**config.mk**
```make
export PLATFORM = sky130hd
export DESIGN_NAME = cbsw_branch_unit
export DESIGN_NICKNAME = d
export VERILOG_FILES = /design/src/cbsw_pkg.sv /design/src/cbsw_branch_unit.sv /design/src/cbsw_flag_calc.sv
export SDC_FILE = /design/constraint.sdc
export NUM_CORES = 1
export LEC_CHECK = 0
export BUFFER_PORTS_ARGS = -buffer_cell sky130_fd_sc_hd__clkbuf_2
export CAP_MARGIN = 10
export CORE_MARGIN = 3
export CORE_UTILIZATION = 45
export DETAILED_ROUTE_END_ITERATION = 10
export GPL_TIMING_DRIVEN = 0
export PLACE_DENSITY = 0.7
export SLEW_MARGIN = 40
export SYNTH_ARGS = -nofsm -noshare
export SYNTH_HDL_FRONTEND = slang
export SYNTH_HIERARCHICAL = 1
export SYNTH_SLANG_ARGS = --single-unit
export TNS_END_PERCENT = 50
```
**constraint.sdc**
```tcl
create_clock -name core_clk_i -period 6.6 [get_ports core_clk_i]
set_input_delay 1.32 -clock core_clk_i [delete_from_list [all_inputs] [get_ports core_clk_i]]
set_output_delay 1.32 -clock core_clk_i [all_outputs]
set_load 0.01 [all_outputs]
```
**src/cbsw_pkg.sv**
```systemverilog
// Constants and types for the branch timing and status word unit
// Overview of operation
// - jump_acc_nonzero: two bytes, 2 or 3 cycles
// - compare_jump_unequal: three bytes, 3/4, indirect 4/5
// - decrement_jump_nonzero: register 2/3, direct 3/4
// - Unused opcode acts as one-cycle no_operation
// - Working register picked within current bank
// - Indirect pointer is bank register zero or one
// - Relative target is next address plus signed offset
// - Direct address upper half means special function
// - Page-local targets replace low eleven bits only
// - Long call and jump load sixteen bit target
// - Bank select picks one of four banks
package cbsw_pkg;

	// Status word location and layout
	localparam logic [7:0] STATUS_ADDR      = 8'hD0;
	localparam logic [7:0] STATUS_RESET     = 8'h00;
	localparam int         CARRY_BIT        = 7;
	localparam int         AUX_CARRY_BIT    = 6;
	localparam int         BANK_HIGH_BIT    = 4;
	localparam int         BANK_LOW_BIT     = 3;
	localparam int         OVERFLOW_BIT     = 2;
	localparam int         PARITY_BIT       = 0;
	localparam int         SPECIAL_FUNC_BIT = 7;
	localparam int         PAGE_BITS        = 11;

	// Opcodes
	localparam logic [7:0] OP_NO_OPERATION   = 8'h00;
	localparam logic [7:0] OP_UNUSED         = 8'hA5;
	localparam logic [7:0] OP_JUMP_ACC_NZ    = 8'h70;
	localparam logic [7:0] OP_SHORT_JUMP     = 8'h80;
	localparam logic [7:0] OP_CMP_ACC_DIRECT = 8'hB5;
	localparam logic [7:0] OP_CMP_ACC_IMM    = 8'hB4;
	localparam logic [7:0] OP_CMP_INDIRECT   = 8'b1011_011?;
	localparam logic [7:0] OP_CMP_REGISTER   = 8'b1011_1???;
	localparam logic [7:0] OP_DEC_REGISTER   = 8'b1101_1???;
	localparam logic [7:0] OP_DEC_DIRECT     = 8'hD5;
	localparam logic [7:0] OP_PAGE_JUMP      = 8'b???0_0001;
	localparam logic [7:0] OP_PAGE_CALL      = 8'b???1_0001;
	localparam logic [7:0] OP_LONG_JUMP      = 8'h02;
	localparam logic [7:0] OP_LONG_CALL      = 8'h12;

	// Instruction lengths in bytes
	localparam logic [1:0] LEN_ONE   = 2'h1;
	localparam logic [1:0] LEN_TWO   = 2'h2;
	localparam logic [1:0] LEN_THREE = 2'h3;

	// Cycle counts, not taken and taken
	localparam logic [2:0] CYC_SINGLE      = 3'h1;
	localparam logic [2:0] CYC_ACC_NT      = 3'h2;
	localparam logic [2:0] CYC_ACC_TK      = 3'h3;
	localparam logic [2:0] CYC_CMP_NT      = 3'h3;
	localparam logic [2:0] CYC_CMP_TK      = 3'h4;
	localparam logic [2:0] CYC_CMP_IND_NT  = 3'h4;
	localparam logic [2:0] CYC_CMP_IND_TK  = 3'h5;
	localparam logic [2:0] CYC_DEC_REG_NT  = 3'h2;
	localparam logic [2:0] CYC_DEC_REG_TK  = 3'h3;
	localparam logic [2:0] CYC_DEC_DIR_NT  = 3'h3;
	localparam logic [2:0] CYC_DEC_DIR_TK  = 3'h4;
	localparam logic [2:0] CYC_SHORT_JUMP  = 3'h3;
	localparam logic [2:0] CYC_PAGE_XFER   = 3'h3;
	localparam logic [2:0] CYC_LONG_XFER   = 3'h4;

	// Arithmetic operations; all but ALU_NONE touch the flags
	typedef enum logic [2:0] {
		ALU_NONE,
		ALU_ADD,
		ALU_ADD_CARRY,
		ALU_SUB_BORROW,
		ALU_MULTIPLY,
		ALU_DIVIDE,
		ALU_OTHER
	} cbsw_alu_op_t;

endpackage : cbsw_pkg

```
**src/cbsw_branch_unit.sv**
```systemverilog
// Branch timing, operand addressing and status word register
`timescale 1ns/1ps
module cbsw_branch_unit (
	input  wire logic                   core_clk_i,
	input  wire logic                   resetn_i,
	input  wire logic                   dec_valid_i,
	input  wire logic [7:0]             opcode_i,
	input  wire logic [7:0]             operand1_i,
	input  wire logic [7:0]             operand2_i,
	input  wire logic [15:0]            instr_addr_i,
	input  wire logic [7:0]             acc_i,
	input  wire logic [7:0]             opnd_val_i,
	input  wire logic [7:0]             ptr_val_i,
	input  wire logic                   alu_valid_i,
	input  wire cbsw_pkg::cbsw_alu_op_t alu_op_i,
	input  wire logic [7:0]             alu_a_i,
	input  wire logic [7:0]             alu_b_i,
	input  wire logic [7:0]             sf_addr_i,
	input  wire logic                   sf_wr_i,
	input  wire logic                   sf_rd_i,
	input  wire logic [7:0]             sf_wdata_i,
	output logic                        busy_o,
	output logic                        done_o,
	output logic                        known_o,
	output logic [1:0]                  instr_len_o,
	output logic [2:0]                  cycles_o,
	output logic                        taken_o,
	output logic [15:0]                 target_o,
	output logic [15:0]                 next_pc_o,
	output logic [7:0]                  op_addr_o,
	output logic                        op_is_special_o,
	output logic [7:0]                  ptr_reg_addr_o,
	output logic [7:0]                  dec_result_o,
	output logic [7:0]                  sf_rdata_o,
	output logic [7:0]                  status_word_o
);

	logic [7:0]  status_q;
	logic [7:0]  status_d;
	logic [7:0]  rdata_q;
	logic        busy_q;
	logic        done_q;
	logic [2:0]  cnt_q;
	logic        known_q;
	logic [1:0]  len_q;
	logic [2:0]  cyc_q;
	logic        taken_q;
	logic [15:0] target_q;
	logic [15:0] next_pc_q;
	logic [7:0]  op_addr_q;
	logic        special_q;
	logic [7:0]  ptr_q;
	logic [7:0]  dec_q;

	logic        known_d;
	logic [1:0]  len_d;
	logic [2:0]  cyc_nt;
	logic [2:0]  cyc_tk;
	logic [2:0]  cyc_d;
	logic        taken_d;
	logic [15:0] target_d;
	logic [15:0] next_pc_d;
	logic [7:0]  op_addr_d;
	logic        special_d;
	logic [7:0]  ptr_d;
	logic [7:0]  dec_d;
	logic [1:0]  bank;
	logic        accept;

	logic        f_carry;
	logic        f_aux;
	logic        f_ovf;
	logic        u_carry;
	logic        u_aux;
	logic        u_ovf;

	// Signed relative branch target
	function automatic logic [15:0] rel_target(input logic [15:0] base, input logic [7:0] rel);
		rel_target = base + {{8{rel[7]}}, rel};
	endfunction : rel_target

	// Address following the instruction
	function automatic logic [15:0] after_instr(input logic [15:0] pc, input logic [1:0] n);
		after_instr = pc + {14'h0000, n};
	endfunction : after_instr

	// Data address of a working register in a bank
	function automatic logic [7:0] bank_reg(input logic [1:0] bk, input logic [2:0] idx);
		bank_reg = {3'b000, bk, idx};
	endfunction : bank_reg

	assign bank   = {status_q[cbsw_pkg::BANK_HIGH_BIT], status_q[cbsw_pkg::BANK_LOW_BIT]};
	assign accept = dec_valid_i && !busy_q;

	// Instruction decode
	always_comb
	begin
		known_d   = 1'b1;
		len_d     = cbsw_pkg::LEN_ONE;
		cyc_nt    = cbsw_pkg::CYC_SINGLE;
		cyc_tk    = cbsw_pkg::CYC_SINGLE;
		taken_d   = 1'b0;
		op_addr_d = 8'h00;
		special_d = 1'b0;
		ptr_d     = 8'h00;
		dec_d     = 8'h00;
		next_pc_d = after_instr(instr_addr_i, cbsw_pkg::LEN_ONE);
		target_d  = next_pc_d;
		casez (opcode_i)
			cbsw_pkg::OP_NO_OPERATION, cbsw_pkg::OP_UNUSED:
			begin
				len_d = cbsw_pkg::LEN_ONE;
			end
			cbsw_pkg::OP_JUMP_ACC_NZ:
			begin
				len_d     = cbsw_pkg::LEN_TWO;
				cyc_nt    = cbsw_pkg::CYC_ACC_NT;
				cyc_tk    = cbsw_pkg::CYC_ACC_TK;
				next_pc_d = after_instr(instr_addr_i, len_d);
				taken_d   = (acc_i != 8'h00);
				target_d  = rel_target(next_pc_d, operand1_i);
			end
			cbsw_pkg::OP_SHORT_JUMP:
			begin
				len_d     = cbsw_pkg::LEN_TWO;
				cyc_nt    = cbsw_pkg::CYC_SHORT_JUMP;
				cyc_tk    = cbsw_pkg::CYC_SHORT_JUMP;
				next_pc_d = after_instr(instr_addr_i, len_d);
				taken_d   = 1'b1;
				target_d  = rel_target(next_pc_d, operand1_i);
			end
			cbsw_pkg::OP_CMP_ACC_DIRECT:
			begin
				len_d     = cbsw_pkg::LEN_THREE;
				cyc_nt    = cbsw_pkg::CYC_CMP_NT;
				cyc_tk    = cbsw_pkg::CYC_CMP_TK;
				next_pc_d = after_instr(instr_addr_i, len_d);
				op_addr_d = operand1_i;
				special_d = operand1_i[cbsw_pkg::SPECIAL_FUNC_BIT];
				taken_d   = (acc_i != opnd_val_i);
				target_d  = rel_target(next_pc_d, operand2_i);
			end
			cbsw_pkg::OP_CMP_ACC_IMM:
			begin
				len_d     = cbsw_pkg::LEN_THREE;
				cyc_nt    = cbsw_pkg::CYC_CMP_NT;
				cyc_tk    = cbsw_pkg::CYC_CMP_TK;
				next_pc_d = after_instr(instr_addr_i, len_d);
				taken_d   = (acc_i != operand1_i);
				target_d  = rel_target(next_pc_d, operand2_i);
			end
			cbsw_pkg::OP_CMP_INDIRECT:
			begin
				len_d     = cbsw_pkg::LEN_THREE;
				cyc_nt    = cbsw_pkg::CYC_CMP_IND_NT;
				cyc_tk    = cbsw_pkg::CYC_CMP_IND_TK;
				next_pc_d = after_instr(instr_addr_i, len_d);
				ptr_d     = bank_reg(bank, {2'b00, opcode_i[0]});
				op_addr_d = ptr_val_i;
				taken_d   = (opnd_val_i != operand1_i);
				target_d  = rel_target(next_pc_d, operand2_i);
			end
			cbsw_pkg::OP_CMP_REGISTER:
			begin
				len_d     = cbsw_pkg::LEN_THREE;
				cyc_nt    = cbsw_pkg::CYC_CMP_NT;
				cyc_tk    = cbsw_pkg::CYC_CMP_TK;
				next_pc_d = after_instr(instr_addr_i, len_d);
				op_addr_d = bank_reg(bank, opcode_i[2:0]);
				taken_d   = (opnd_val_i != operand1_i);
				target_d  = rel_target(next_pc_d, operand2_i);
			end
			cbsw_pkg::OP_DEC_REGISTER:
			begin
				len_d     = cbsw_pkg::LEN_TWO;
				cyc_nt    = cbsw_pkg::CYC_DEC_REG_NT;
				cyc_tk    = cbsw_pkg::CYC_DEC_REG_TK;
				next_pc_d = after_instr(instr_addr_i, len_d);
				op_addr_d = bank_reg(bank, opcode_i[2:0]);
				dec_d     = opnd_val_i - 8'h01;
				taken_d   = (dec_d != 8'h00);
				target_d  = rel_target(next_pc_d, operand1_i);
			end
			cbsw_pkg::OP_DEC_DIRECT:
			begin
				len_d     = cbsw_pkg::LEN_THREE;
				cyc_nt    = cbsw_pkg::CYC_DEC_DIR_NT;
				cyc_tk    = cbsw_pkg::CYC_DEC_DIR_TK;
				next_pc_d = after_instr(instr_addr_i, len_d);
				op_addr_d = operand1_i;
				special_d = operand1_i[cbsw_pkg::SPECIAL_FUNC_BIT];
				dec_d     = opnd_val_i - 8'h01;
				taken_d   = (dec_d != 8'h00);
				target_d  = rel_target(next_pc_d, operand2_i);
			end
			cbsw_pkg::OP_PAGE_JUMP, cbsw_pkg::OP_PAGE_CALL:
			begin
				len_d     = cbsw_pkg::LEN_TWO;
				cyc_nt    = cbsw_pkg::CYC_PAGE_XFER;
				cyc_tk    = cbsw_pkg::CYC_PAGE_XFER;
				next_pc_d = after_instr(instr_addr_i, len_d);
				taken_d   = 1'b1;
				target_d  = {next_pc_d[15:cbsw_pkg::PAGE_BITS], opcode_i[7:5], operand1_i};
			end
			cbsw_pkg::OP_LONG_JUMP, cbsw_pkg::OP_LONG_CALL:
			begin
				len_d     = cbsw_pkg::LEN_THREE;
				cyc_nt    = cbsw_pkg::CYC_LONG_XFER;
				cyc_tk    = cbsw_pkg::CYC_LONG_XFER;
				next_pc_d = after_instr(instr_addr_i, len_d);
				taken_d   = 1'b1;
				target_d  = {operand1_i, operand2_i};
			end
			default:
			begin
				known_d = 1'b0;
			end
		endcase
		cyc_d = taken_d ? cyc_tk : cyc_nt;
	end

	// Cycle sequencer
	always_ff @(posedge core_clk_i)
	begin
		if (!resetn_i)
		begin
			busy_q <= 1'b0;
			done_q <= 1'b0;
			cnt_q  <= 3'h0;
		end
		else if (accept)
		begin
			busy_q <= 1'b1;
			cnt_q  <= cyc_d - 3'h1;
			done_q <= (cyc_d == cbsw_pkg::CYC_SINGLE);
		end
		else if (busy_q)
		begin
			if (cnt_q == 3'h0)
			begin
				busy_q <= 1'b0;
				done_q <= 1'b0;
			end
			else
			begin
				cnt_q  <= cnt_q - 3'h1;
				done_q <= (cnt_q == 3'h1);
			end
		end
	end

	// Decode results captured at acceptance
	always_ff @(posedge core_clk_i)
	begin
		if (!resetn_i)
		begin
			known_q   <= 1'b0;
			len_q     <= 2'h0;
			cyc_q     <= 3'h0;
			taken_q   <= 1'b0;
			target_q  <= 16'h0000;
			next_pc_q <= 16'h0000;
			op_addr_q <= 8'h00;
			special_q <= 1'b0;
			ptr_q     <= 8'h00;
			dec_q     <= 8'h00;
		end
		else if (accept)
		begin
			known_q   <= known_d;
			len_q     <= len_d;
			cyc_q     <= cyc_d;
			taken_q   <= taken_d;
			target_q  <= target_d;
			next_pc_q <= next_pc_d;
			op_addr_q <= op_addr_d;
			special_q <= special_d;
			ptr_q     <= ptr_d;
			dec_q     <= dec_d;
		end
	end

	cbsw_flag_calc u_flags (
		.op_i        (alu_op_i),
		.a_i         (alu_a_i),
		.b_i         (alu_b_i),
		.carry_in_i  (status_q[cbsw_pkg::CARRY_BIT]),
		.carry_o     (f_carry),
		.aux_o       (f_aux),
		.ovf_o       (f_ovf),
		.upd_carry_o (u_carry),
		.upd_aux_o   (u_aux),
		.upd_ovf_o   (u_ovf)
	);

	// Status word next value
	always_comb
	begin
		status_d = status_q;
		if (sf_wr_i && (sf_addr_i == cbsw_pkg::STATUS_ADDR))
		begin
			status_d = sf_wdata_i;
		end
		if (alu_valid_i && u_carry)
		begin
			status_d[cbsw_pkg::CARRY_BIT] = f_carry;
		end
		if (alu_valid_i && u_aux)
		begin
			status_d[cbsw_pkg::AUX_CARRY_BIT] = f_aux;
		end
		if (alu_valid_i && u_ovf)
		begin
			status_d[cbsw_pkg::OVERFLOW_BIT] = f_ovf;
		end
		status_d[cbsw_pkg::PARITY_BIT] = ^acc_i;
	end

	always_ff @(posedge core_clk_i)
	begin
		if (!resetn_i)
		begin
			status_q <= cbsw_pkg::STATUS_RESET;
		end
		else
		begin
			status_q <= status_d;
		end
	end

	// Register read port
	always_ff @(posedge core_clk_i)
	begin
		if (!resetn_i)
		begin
			rdata_q <= 8'h00;
		end
		else if (sf_rd_i)
		begin
			rdata_q <= (sf_addr_i == cbsw_pkg::STATUS_ADDR) ? status_q : 8'h00;
		end
	end

	assign busy_o          = busy_q;
	assign done_o          = done_q;
	assign known_o         = known_q;
	assign instr_len_o     = len_q;
	assign cycles_o        = cyc_q;
	assign taken_o         = taken_q;
	assign target_o        = target_q;
	assign next_pc_o       = next_pc_q;
	assign op_addr_o       = op_addr_q;
	assign op_is_special_o = special_q;
	assign ptr_reg_addr_o  = ptr_q;
	assign dec_result_o    = dec_q;
	assign sf_rdata_o      = rdata_q;
	assign status_word_o   = status_q;

endmodule : cbsw_branch_unit

```
**src/cbsw_flag_calc.sv**
```systemverilog
// Arithmetic flag computation for the status word
`timescale 1ns/1ps
module cbsw_flag_calc (
	input  wire cbsw_pkg::cbsw_alu_op_t op_i,
	input  wire logic [7:0]             a_i,
	input  wire logic [7:0]             b_i,
	input  wire logic                   carry_in_i,
	output logic                        carry_o,
	output logic                        aux_o,
	output logic                        ovf_o,
	output logic                        upd_carry_o,
	output logic                        upd_aux_o,
	output logic                        upd_ovf_o
);

	logic        cin;
	logic [8:0]  sum;
	logic [8:0]  diff;
	logic [4:0]  nib_sum;
	logic [4:0]  nib_diff;
	logic [15:0] prod;

	assign cin      = (op_i == cbsw_pkg::ALU_NONE || op_i == cbsw_pkg::ALU_ADD) ? 1'b0
	                : carry_in_i;
	assign sum      = {1'b0, a_i} + {1'b0, b_i} + {8'h00, cin};
	assign diff     = {1'b0, a_i} - {1'b0, b_i} - {8'h00, cin};
	assign nib_sum  = {1'b0, a_i[3:0]} + {1'b0, b_i[3:0]} + {4'h0, cin};
	assign nib_diff = {1'b0, a_i[3:0]} - {1'b0, b_i[3:0]} - {4'h0, cin};
	assign prod     = {8'h00, a_i} * {8'h00, b_i};

	always_comb
	begin
		carry_o     = 1'b0;
		aux_o       = 1'b0;
		ovf_o       = 1'b0;
		upd_carry_o = 1'b0;
		upd_aux_o   = 1'b0;
		upd_ovf_o   = 1'b0;
		case (op_i)
			cbsw_pkg::ALU_ADD, cbsw_pkg::ALU_ADD_CARRY:
			begin
				carry_o     = sum[8];
				aux_o       = nib_sum[4];
				ovf_o       = (a_i[7] == b_i[7]) && (sum[7] != a_i[7]);
				upd_carry_o = 1'b1;
				upd_aux_o   = 1'b1;
				upd_ovf_o   = 1'b1;
			end
			cbsw_pkg::ALU_SUB_BORROW:
			begin
				carry_o     = diff[8];
				aux_o       = nib_diff[4];
				ovf_o       = (a_i[7] != b_i[7]) && (diff[7] != a_i[7]);
				upd_carry_o = 1'b1;
				upd_aux_o   = 1'b1;
				upd_ovf_o   = 1'b1;
			end
			cbsw_pkg::ALU_MULTIPLY:
			begin
				ovf_o       = (prod[15:8] != 8'h00);
				upd_carry_o = 1'b1;
				upd_ovf_o   = 1'b1;
			end
			cbsw_pkg::ALU_DIVIDE:
			begin
				ovf_o       = (b_i == 8'h00);
				upd_carry_o = 1'b1;
				upd_ovf_o   = 1'b1;
			end
			cbsw_pkg::ALU_OTHER:
			begin
				upd_carry_o = 1'b1;
			end
			default:
			begin
				upd_carry_o = 1'b0;
			end
		endcase
	end

endmodule : cbsw_flag_calc

```
# Word-level counts from Yosys, hierarchy flattened
# Cells that the tools add are included.
# Widths: inputs -> output; s select.
dict set report totals {
  reg_bits 85
  output_inout_bits 82
  elab_cells 141
}
dict set report classes {
  n_addsub 16
  n_mul 1
  eq_ne 30
  muxes 33
  n_reduce_logical 42
}
# op n
set op_table {}
lappend op_table {{$pmux 16 s4} 1}
lappend op_table {{$eq 8x8->1 const B} 6}
lappend op_table {{$add 16x16->16} 2}
lappend op_table {{$add 16x2->16 const B} 2}
lappend op_table {{$pmux 16 s2} 1}
lappend op_table {{$mux 8} 3}
lappend op_table {{$ne 8x8->1} 3}
lappend op_table {{$pmux 8 s3} 1}
lappend op_table {{$reduce_bool 8->1} 3}
lappend op_table {{$reduce_or 5->1} 4}
lappend op_table {{$pmux 3 s3} 2}
lappend op_table {{$add 16x1->16 const B} 1}
lappend op_table {{$logic_not 8->1} 2}
lappend op_table {{$mul 8x8->16} 1}
lappend op_table {{$reduce_or 2->1} 8}
lappend op_table {{$eq 5x5->1 const B} 3}
lappend op_table {{$mux 1} 15}
lappend op_table {{$reduce_or 14->1} 1}
lappend op_table {{$reduce_or 7->1} 2}
lappend op_table {{$mux 3} 4}
lappend op_table {{$reduce_or 6->1} 2}
lappend op_table {{$add 8x8->9} 1}
lappend op_table {{$add 9x1->9} 1}
lappend op_table {{$eq 3x1->1 const B} 3}
lappend op_table {{other kinds (31)} 50}

# Logic depth before layout (Yosys ltp)
# Gate-level depths: netlist of run 1.
dict set report logic_depth {
  ltp_word 8
  depth_mapped 19
  mapped_depth_nobuf 19
}

# By module
# Netlist of run 1, hierarchy kept.
# mod n_inst cells_per_inst area_per_inst_um2
set by_module_without_submodules {}
lappend by_module_without_submodules {cbsw_branch_unit 1 888 6934.2}
lappend by_module_without_submodules {cbsw_flag_calc 1 317 2560.0}

# Least setup slack after synthesis of run 1
# Ideal clock, no wire load.
dict set report synth_timing {
  path_kind {input-to-reg}
  startpoint {input alu_a_i[1]}
  endpoint {register status_q[2] (netlist: status_word_o[2])}
  setup_time_ns 0.091
  t_arrival_ns 5.318
  required_ns 6.509
  slack_ns 1.191
  stages 17
  cell_sequence {and2_1 > fa_1 > fa_1 > inv_1 > fa_1 > inv_1 > fa_1 > ha_1 > or3_1 > a41oi_2 > o21ai_1 > a221o_1 > xor2_1 > nor4_2 > a31oi_1 > nor2_1 > a311oi_1}
}
dict set report synth_via {
  elab_chain_len 6
}
# item line_no
set synth_rtl {}
lappend synth_rtl {{from (decl)} cbsw_branch_unit.sv:16} ;# input wire logic [7:0] alu_a_i,
lappend synth_rtl {{branches (longest 4 deep; another with $mul 8x8->16)} n/a}
lappend synth_rtl {{$pmux 1 s4 (*)} cbsw_flag_calc.sv:39} ;# case (op_i)
lappend synth_rtl {{via f_ovf} cbsw_branch_unit.sv:72} ;# logic f_ovf;
lappend synth_rtl {{$mux 1 (*)} cbsw_branch_unit.sv:312} ;# if (alu_valid_i && u_ovf)
lappend synth_rtl {{to (signal assigned)} cbsw_branch_unit.sv:323} ;# status_q <= cbsw_pkg::STATUS_RESET;
lappend synth_rtl {{to (signal assigned)} cbsw_branch_unit.sv:327} ;# status_q <= status_d;
lappend synth_rtl {{to (decl)} cbsw_branch_unit.sv:38} ;# logic [7:0] status_q;
# Mark *: on every way through the listed nets, which the timed path passes.
# A chain may end at the register's enable or synchronous reset.

# Worst setup path after layout of run 1
dict set report layout_timing {
  startpoint {input alu_b_i[3]}
  endpoint {register status_q[2] (netlist: status_word_o[2])}
}
dict set report layout_via {
  elab_chain_len 6
}
# item line_no
set layout_rtl {}
lappend layout_rtl {{from (decl)} cbsw_branch_unit.sv:17} ;# input wire logic [7:0] alu_b_i,
lappend layout_rtl {{branches (longest 4 deep; another with $mul 8x8->16)} n/a}
lappend layout_rtl {{$pmux 1 s4 (*)} cbsw_flag_calc.sv:39}
lappend layout_rtl {{via f_ovf} cbsw_branch_unit.sv:72}
lappend layout_rtl {{$mux 1 (*)} cbsw_branch_unit.sv:312}
# Marked as above.

==> results of run 1 <==
flip-flops by register name, indices dropped and copies added (netlist names), 2 cells and up:
signal          flops
target_o           16
cycles_o            3
instr_len_o         2
status_word_o       8
next_pc_o          16
sf_rdata_o          8
dec_result_o        8
op_addr_o           8
ptr_reg_addr_o      3
cnt_q               3
cells in the final DEF (no fill, tap or decap), types with 5 or more instances in the layout:
master,instances
clkbuf_2,169
inv_1,109
ha_1,101
nor2_1,97
nand2_1,89
dfxtp_1,80
a21oi_1,79
xnor2_1,61
o21ai_0,54
nand3_1,43
fa_1,39
nor3_1,36
clkbuf_1,34
xor2_1,34
and2_1,31
nand2b_1,23
or3_1,17
nor2b_1,15
a211oi_1,15
a21o_1,14
a222oi_1,14
buf_2,13
nand4_1,13
a31oi_1,13
a22oi_1,10
a221oi_1,10
clkbuf_16,9
buf_4,8
nor4_1,8
o211ai_1,8
a2111oi_0,7
o31ai_1,7
o21a_1,7
a311oi_1,7
and3_1,6
o21ai_1,5
conb_1,5
per-layer routing:
metal	part of all wire, %	global-route usage, %
met5	0	0
met4	3.9	11.15
met3	9.1	5.147
met2	47	43.54
met1	40	33.73
final cells by class:
type,instances,area [µm²],share of cell area [%]
timing repair buffer,167,835.8,7.602
clock buffer,10,239.0,2.174
multi-input combinational,956,7179,65.30
buffer,62,311.5,2.834
sequential,80,1602,14.57
tap,270,337.8,3.073
inverter,111,416.7,3.790
clock inverter,6,72.57,0.6601
power by group through the flow:
stage | Sequential, mW | Clock [mW] | Combinational, mW
after floorplan | 0.550 | 0 | 0.687
after global placement | 0.541 | 0 | 0.954
after detailed placement | 0.542 | 0 | 0.975
after CTS | 0.531 | 0.540 | 0.982
after global routing | 0.535 | 0.561 | 1.12
final | 0.531 | 0.539 | 0.988
logic make-up after synthesis:
group / count (synthesis) / share of synthesized area, %
AO/OA/AOI/OAI: 305 / 22.48
other: 1 / 0.03950
XOR/XNOR: 95 / 8.764
buffers and inverters: 173 / 7.670
AND/OR/NAND/NOR: 406 / 22.06
flip-flops: 80 / 16.87
adder cells (fa/ha/maj): 140 / 21.53
multiplexers: 5 / 0.5798
how the worst min path moves through the flow:
| stage | cells after the start | endpoint | slack [ps] |
|---|---|---|---|
| after floorplan | 2 | ptr_reg_addr_o[0] | 480 |
| after global placement | 2 | instr_len_o[0] | 450 |
| after detailed placement | 2 | ptr_reg_addr_o[4] | 450 |
| after CTS | 2 | ptr_reg_addr_o[4] | 460 |
| after global routing | 2 | ptr_reg_addr_o[4] | 480 |
| final | 2 | instr_len_o[0] | 460 |
worst max-delay path: stages:
cell and delay, ps:
clkbuf_2 210, ha_1 200, inv_1 80, fa_1 540, inv_1 50, ha_1 270, inv_1 50, fa_1 530
inv_1 50, fa_1 470, ha_1 220, or3_1 410, a41oi_2 330, o21ai_1 140, a221o_1 340, xor2_1 150
nor4_2 280, a31oi_1 150, nor2_1 130, a311oi_1 50
stage by stage:
step	instances	area [µm²]	setup WS, ps
2_1_floorplan	1209	9509	1191
3_3_place_gp	1646	10680	526.5
3_5_place_dp	1646	10680	478.3
4_1_cts	1662	10990	843.1
5_1_grt	1662	10990	633.0
6_report	1662	10990	850.5
==> report_table.html, run 1 <==
<table>
<tr><th>Metric</th><th>Value</th></tr>
<tr><th colspan="2">Run status</th></tr>
<tr><td>Outcome</td><td>finished clean</td></tr>
<tr><th colspan="2">Clock network</th></tr>
<tr><td>Post-CTS setup buffer count</td><td>0</td></tr>
<tr><td>Post-cts sizing count</td><td>0</td></tr>
<tr><td>Clock network latency to the later pin of the worst-skew pair</td><td>360 ps</td></tr>
<tr><td>Maximum clock insertion buffer count</td><td>2</td></tr>
<tr><td>Number of clock sinks</td><td>80</td></tr>
<tr><td>CTS Buf Count</td><td>9</td></tr>
<tr><td>TritonCTS clock tree</td><td>built</td></tr>
<tr><td>Number of levels the H-tree was split into</td><td>3</td></tr>
<tr><td>Count of hold buffers inserted by post-cts repair</td><td>0</td></tr>
<tr><td>Root Driver</td><td>clkbuf_16</td></tr>
<tr><td>Register clock-pin slew on the reported worst setup and hold paths</td><td>about 70 ps</td></tr>
<tr><th colspan="2">Floorplan</th></tr>
<tr><td>IO Count</td><td>187</td></tr>
<tr><td>Effective utilization at floorplan</td><td>46.32%</td></tr>
<tr><td>Placeable core area</td><td>20490 µm²</td></tr>
<tr><td>Total Die Area</td><td>22880 µm²</td></tr>
<tr><td>Die outline height</td><td>151.3 µm</td></tr>
<tr><td>Die outline width</td><td>151.3 µm</td></tr>
<tr><td>Cell Rows</td><td>52</td></tr>
<tr><th colspan="2">Timing</th></tr>
<tr><td>Final Max Slew Viols</td><td>0</td></tr>
<tr><td>Total negative slack</td><td>0 ps</td></tr>
<tr><td>Maximum clock frequency</td><td>around 170 MHz</td></tr>
<tr><td>Final cycle utilization of the critical path</td><td>roughly 87%</td></tr>
<tr><td>Worst setup skew after layout</td><td>between 7 and 8 ps</td></tr>
<tr><td>Number of setup violations in the final report</td><td>0</td></tr>
<tr><td>Worst slew pin tran</td><td>925.1 ps</td></tr>
<tr><td>Final-layout worst hold slack</td><td>460.7 ps</td></tr>
<tr><td>Fin crit period</td><td>5749 ps</td></tr>
<tr><td>Setup repair after global routing missed its margin</td><td>false</td></tr>
<tr><td>Final hold violation count</td><td>0</td></tr>
<tr><td>Worst-case headroom to the max-slew limit</td><td>37.85%</td></tr>
<tr><th colspan="2">Logic synthesis</th></tr>
<tr><td>Top-count cell post-synth</td><td>inv_1</td></tr>
<tr><td>Area share of the largest cell type after synthesis</td><td>16.87%</td></tr>
<tr><td>Yosys cell types</td><td>91</td></tr>
<tr><td>Synthesis-stage register bit count</td><td>80</td></tr>
<tr><td>Most used standard cells in the synthesized netlist</td><td>inv_1, ha_1, nor2_1, nand2_1, dfxtp_1</td></tr>
<tr><td>Number of enable-type register cells in the synthesized netlist</td><td>0</td></tr>
<tr><td>Yosys warning total</td><td>6</td></tr>
<tr><td>Fraction of synthesis flops using an asynchronous set or reset pin</td><td>0%</td></tr>
<tr><td>Portion of the post-synthesis area used by sequential elements</td><td>16.87%</td></tr>
<tr><td>Yosys top cell by area</td><td>dfxtp_1</td></tr>
<tr><td>Largest cells by area after synthesis</td><td>dfxtp_1, ha_1, fa_1</td></tr>
<tr><td>Per-instance average area after synthesis</td><td>7.879 µm²</td></tr>
<tr><td>Synthesized instance count</td><td>roughly 1200</td></tr>
<tr><td>Cell area after technology mapping</td><td>roughly 9500 µm²</td></tr>
<tr><td>Top FF cell, synth</td><td>dfxtp_1</td></tr>
<tr><th colspan="2">GRT</th></tr>
<tr><td>Total global routing track utilization</td><td>26.44%</td></tr>
<tr><td>Via count of the first global-routing pass</td><td>9224</td></tr>
<tr><td>Overflow left after global routing</td><td>0</td></tr>
<tr><td>Antenna violations before repair</td><td>0</td></tr>
<tr><td>Pin count of the biggest net entering global routing</td><td>16</td></tr>
<tr><td>First-pass GRT wire length</td><td>47690 µm</td></tr>
<tr><th colspan="2">Setup path</th></tr>
<tr><td>Critical path capture point type</td><td>flop</td></tr>
<tr><td>Reg2reg start</td><td>status_word_o[7]</td></tr>
<tr><td>Depth of the worst register-to-register path</td><td>12</td></tr>
<tr><td>R2r setup slk</td><td>roughly 3600 ps</td></tr>
<tr><td>Kind of start point of the critical path</td><td>primary input</td></tr>
<tr><td>Critical path destination</td><td>status_word_o[2]</td></tr>
<tr><td>Endpoint of the worst-slack reg-to-reg timing path</td><td>status_word_o[2]</td></tr>
<tr><td>Launching instance or port of the critical path</td><td>alu_b_i[3]</td></tr>
<tr><td>Data arrival time at the worst-slack endpoint</td><td>5970 ps</td></tr>
<tr><td>Largest driver fanout on the critical path</td><td>10</td></tr>
<tr><td>Setup CP Type</td><td>primary input to flop</td></tr>
<tr><td>Req. time, crit path</td><td>just under 7000 ps</td></tr>
<tr><th colspan="2">Routing</th></tr>
<tr><td>DRC violation count after routing</td><td>0</td></tr>
<tr><td>Wire length reported by the detailed router</td><td>31170 µm</td></tr>
<tr><td>Vias/cell</td><td>5.840</td></tr>
<tr><td>Number of antenna-violating nets in the routed design</td><td>0</td></tr>
<tr><td>Violation count after the first detailed-route iteration</td><td>832</td></tr>
<tr><td>Routed len/inst</td><td>approximately 19 µm</td></tr>
<tr><td>Detailed Routing Iterations Pass 1</td><td>9</td></tr>
<tr><td>Total number of vias</td><td>9706</td></tr>
<tr><th colspan="2">Pwr</th></tr>
<tr><td>Net load switching power</td><td>842.2 µW</td></tr>
<tr><td>Sequential group share of total power</td><td>25.8%</td></tr>
<tr><td>Internal power</td><td>about 1.2 mW</td></tr>
<tr><td>Total power</td><td>2.058 mW</td></tr>
<tr><td>Worst IR Drop VDD</td><td>between 0.0001 and 0.00015 V</td></tr>
<tr><td>Combinational power share</td><td>48.0%</td></tr>
<tr><td>Fraction of power consumed by the clock network</td><td>about a quarter</td></tr>
<tr><td>Pleak</td><td>4.964 nW</td></tr>
<tr><td>Total power per unit cell area</td><td>187.1 nW/µm²</td></tr>
<tr><td>Sw Share</td><td>40.93%</td></tr>
<tr><th colspan="2">Layout</th></tr>
<tr><td>Fillcell total</td><td>1994</td></tr>
<tr><td>Layout cell share with drive strength beyond 1</td><td>approximately 17%</td></tr>
<tr><td>Layout overhead on the synthesized area</td><td>15.80%</td></tr>
<tr><td>Layout Utilization</td><td>53.64%</td></tr>
<tr><td>Nets</td><td>between 1500 and 2000</td></tr>
<tr><td>Antenna cells</td><td>0</td></tr>
<tr><th colspan="2">Placed design</th></tr>
<tr><td>Port Buffer Count</td><td>167</td></tr>
<tr><td>Routability cong.</td><td>1.015</td></tr>
<tr><td>Final HPWL from detailed placement</td><td>between 20000 and 25000 µm</td></tr>
<tr><th colspan="2">Hold path</th></tr>
<tr><td>Worst Min Path Start</td><td>instr_len_o[0]</td></tr>
<tr><td>Type of the tightest min-delay check</td><td>flop to flop</td></tr>
<tr><th colspan="2">Flow run</th></tr>
<tr><td>Reported max-cap violation count</td><td>0</td></tr>
</table>
Note: power is estimated with default switching activity, not from simulation.
==> inputs of run 2 (changes only) <==
--- a/config.mk
+++ b/config.mk
@@ -7,11 +7,13 @@
 export LEC_CHECK = 0
 export BUFFER_PORTS_ARGS = -buffer_cell sky130_fd_sc_hd__clkbuf_2
 export CAP_MARGIN = 10
+export CELL_PAD_IN_SITES_DETAIL_PLACEMENT = 1
+export CELL_PAD_IN_SITES_GLOBAL_PLACEMENT = 1
 export CORE_MARGIN = 3
-export CORE_UTILIZATION = 45
+export CORE_UTILIZATION = 42
 export DETAILED_ROUTE_END_ITERATION = 10
 export GPL_TIMING_DRIVEN = 0
-export PLACE_DENSITY = 0.7
+export PLACE_DENSITY = 0.86
 export SLEW_MARGIN = 40
 export SYNTH_ARGS = -nofsm -noshare
 export SYNTH_HDL_FRONTEND = slang
==> run 2 against run 1 <==
Effect of this change:
- hold slack worse by 4.5 ps
- utilization down 3.7 points
- wire length up 16%
- final cell count up 0.60%
- via count up 4.5%
- clock power down 7.4%
- critical path type unchanged
- critical endpoint unchanged
- highest routed layer unchanged
==> report_table.html, run 2 (synthesized netlist as in run 1, its figures left out) <==
<table>
<tr><th>Metric</th><th>Value</th></tr>
<tr><th colspan="2">Layout</th></tr>
<tr><td>Layout Utilization</td><td>between 40% and 50%</td></tr>
<tr><td>Nets</td><td>1632</td></tr>
<tr><td>Layout overhead on the synthesized area</td><td>15.80%</td></tr>
<tr><td>Most common library cell in the layout ignoring fill and taps</td><td>clkbuf_2</td></tr>
<tr><td>Post-route insts no fill</td><td>1672</td></tr>
<tr><td>Final std cell area, no fill</td><td>10990 µm²</td></tr>
<tr><td>Commonest non-fill, non-tap cells in the layout</td><td>clkbuf_2, inv_1, ha_1, nor2_1, nand2_1</td></tr>
<tr><td>Layout cell share with drive strength beyond 1</td><td>17.31%</td></tr>
<tr><td>Fillcell total</td><td>between 2000 and 3000</td></tr>
<tr><td>Antenna cells</td><td>0</td></tr>
<tr><th colspan="2">Setup path</th></tr>
<tr><td>Setup CP Type</td><td>primary input to flop</td></tr>
<tr><td>Critical path capture point type</td><td>flop</td></tr>
<tr><td>Kind of start point of the critical path</td><td>primary input</td></tr>
<tr><td>Req. time, crit path</td><td>6810 ps</td></tr>
<tr><td>Data arrival time at the worst-slack endpoint</td><td>6050 ps</td></tr>
<tr><td>Largest driver fanout on the critical path</td><td>10</td></tr>
<tr><th colspan="2">Placed design</th></tr>
<tr><td>Cell area reported after detailed placement</td><td>10700 µm²</td></tr>
<tr><td>Port Buffer Count</td><td>167</td></tr>
<tr><td>Routability cong.</td><td>0.9639</td></tr>
<tr><td>Final HPWL from detailed placement</td><td>28900 µm</td></tr>
<tr><td>DP Worst Slack</td><td>slightly below 400 ps</td></tr>
<tr><td>Count of placed standard cells including taps</td><td>1656</td></tr>
<tr><th colspan="2">Pwr</th></tr>
<tr><td>Worst IR Drop VDD</td><td>~0.00012 V</td></tr>
<tr><td>Total power per unit cell area</td><td>188.0 nW/µm²</td></tr>
<tr><td>Pleak</td><td>4.951 nW</td></tr>
<tr><td>Total power</td><td>2.067 mW</td></tr>
<tr><th colspan="2">Floorplan</th></tr>
<tr><td>Placeable core area</td><td>22030 µm²</td></tr>
<tr><td>Cell Rows</td><td>54</td></tr>
<tr><td>IO Count</td><td>187</td></tr>
<tr><td>Die outline height</td><td>156.4 µm</td></tr>
<tr><td>Effective utilization at floorplan</td><td>43.10%</td></tr>
<tr><td>Total Die Area</td><td>24450 µm²</td></tr>
<tr><td>Die outline width</td><td>156.4 µm</td></tr>
<tr><th colspan="2">Timing</th></tr>
<tr><td>Final hold violation count</td><td>0</td></tr>
<tr><td>Final cycle utilization of the critical path</td><td>between 80% and 90%</td></tr>
<tr><td>Worst setup slack after layout</td><td>759.1 ps</td></tr>
<tr><td>Final Max Slew Viols</td><td>0</td></tr>
<tr><td>Setup repair after global routing missed its margin</td><td>false</td></tr>
<tr><td>Final-layout worst hold slack</td><td>456.2 ps</td></tr>
<tr><td>Fin crit period</td><td>5841 ps</td></tr>
<tr><td>Worst-case headroom to the max-slew limit</td><td>49.78%</td></tr>
<tr><td>Maximum clock frequency</td><td>roughly 170 MHz</td></tr>
<tr><td>Total negative slack</td><td>0 ps</td></tr>
<tr><td>Worst setup skew after layout</td><td>6.929 ps</td></tr>
<tr><td>Worst slew pin tran</td><td>about 750 ps</td></tr>
<tr><td>Number of setup violations in the final report</td><td>0</td></tr>
<tr><th colspan="2">Clock network</th></tr>
<tr><td>Count of hold buffers inserted by post-cts repair</td><td>0</td></tr>
<tr><td>Number of levels the H-tree was split into</td><td>3</td></tr>
<tr><td>Clock network latency to the later pin of the worst-skew pair</td><td>360 ps</td></tr>
<tr><td>Number of clock sinks</td><td>80</td></tr>
<tr><td>Root Driver</td><td>clkbuf_16</td></tr>
<tr><td>Post-cts sizing count</td><td>0</td></tr>
<tr><td>Post-CTS setup buffer count</td><td>0</td></tr>
<tr><td>Register clock-pin slew on the reported worst setup and hold paths</td><td>~70 ps</td></tr>
<tr><td>TritonCTS clock tree</td><td>built</td></tr>
<tr><td>CTS Buf Count</td><td>9</td></tr>
<tr><td>Maximum clock insertion buffer count</td><td>2</td></tr>
<tr><th colspan="2">Routing</th></tr>
<tr><td>Number of antenna-violating nets in the routed design</td><td>0</td></tr>
<tr><td>Total number of vias</td><td>10150</td></tr>
<tr><td>Vias/cell</td><td>approximately 6.1</td></tr>
<tr><td>Routed len/inst</td><td>~22 µm</td></tr>
<tr><td>Wire length reported by the detailed router</td><td>36040 µm</td></tr>
<tr><td>DRC violation count after routing</td><td>0</td></tr>
<tr><td>Detailed Routing Iterations Pass 1</td><td>6</td></tr>
<tr><td>Violation count after the first detailed-route iteration</td><td>817</td></tr>
<tr><th colspan="2">Run status</th></tr>
<tr><td>Outcome</td><td>finished clean</td></tr>
<tr><th colspan="2">Hold path</th></tr>
<tr><td>Type of the tightest min-delay check</td><td>flop to flop</td></tr>
<tr><th colspan="2">GRT</th></tr>
<tr><td>Met2 track demand over resource</td><td>49.58%</td></tr>
<tr><td>Antenna violations before repair</td><td>0</td></tr>
<tr><td>Pin count of the biggest net entering global routing</td><td>16</td></tr>
<tr><td>Most used routing layer</td><td>met2</td></tr>
<tr><td>Total global routing track utilization</td><td>between 20% and 30%</td></tr>
<tr><td>Overflow left after global routing</td><td>0</td></tr>
<tr><td>First-pass GRT wire length</td><td>55270 µm</td></tr>
<tr><td>Via count of the first global-routing pass</td><td>10280</td></tr>
<tr><td>Met3 layer usage reported by global route</td><td>4.674%</td></tr>
<tr><td>Met1 track demand over resource in global routing</td><td>a little over a third</td></tr>
<tr><th colspan="2">Flow run</th></tr>
<tr><td>Reported max-cap violation count</td><td>0</td></tr>
</table>
==> run 2: where the power goes <==
group	internal (mW)	total (mW)	leakage [nW]	switching, mW
logic	0.401	1.03	4.16	0.634
clock network	0.269	0.499	0.136	0.230
registers	0.512	0.534	0.656	0.0213
total	1.18	2.07	4.95	0.885
==> run 2: routing by layer <==
layer	part of all wire, %	wire (µm)
met1	40	14520
met2	49	17700
met3	6.8	2455
met4	3.8	1365
met5	0	0
==> run 2: final timing paths <==
path / cells past startpoint / slack, ps / start / endpoint
min reg2reg: 2 / 460 / ptr_reg_addr_o[4] / ptr_reg_addr_o[4]
max reg2reg: 12 / 3470 / status_word_o[7] / status_word_o[2]
min: 2 / 460 / ptr_reg_addr_o[4] / ptr_reg_addr_o[4]
max: 20 / 760 / alu_b_i[3] / status_word_o[2]
==> run 2: cell type report <==
cell class | count | area, µm² | area share [%]
sequential | 80 | 1602 | 14.57
timing repair buffer | 167 | 835.8 | 7.602
inverter | 111 | 416.7 | 3.790
tap | 280 | 350.3 | 3.187
multi-input combinational | 956 | 7189 | 65.39
buffer | 62 | 311.5 | 2.834
clock buffer | 10 | 239.0 | 2.174
clock inverter | 6 | 50.05 | 0.4552
==> run 2: worst max-delay path, stage by stage <==
cell,delay [ps]
clkbuf_2,210
ha_1,200
inv_1,90
fa_1,540
inv_1,50
ha_1,270
inv_1,60
fa_1,530
inv_1,50
fa_1,470
ha_1,220
or3_1,420
a41oi_2,340
o21ai_1,160
a221o_1,340
xor2_1,150
nor4_2,310
a31oi_1,140
nor2_1,120
a311oi_1,50
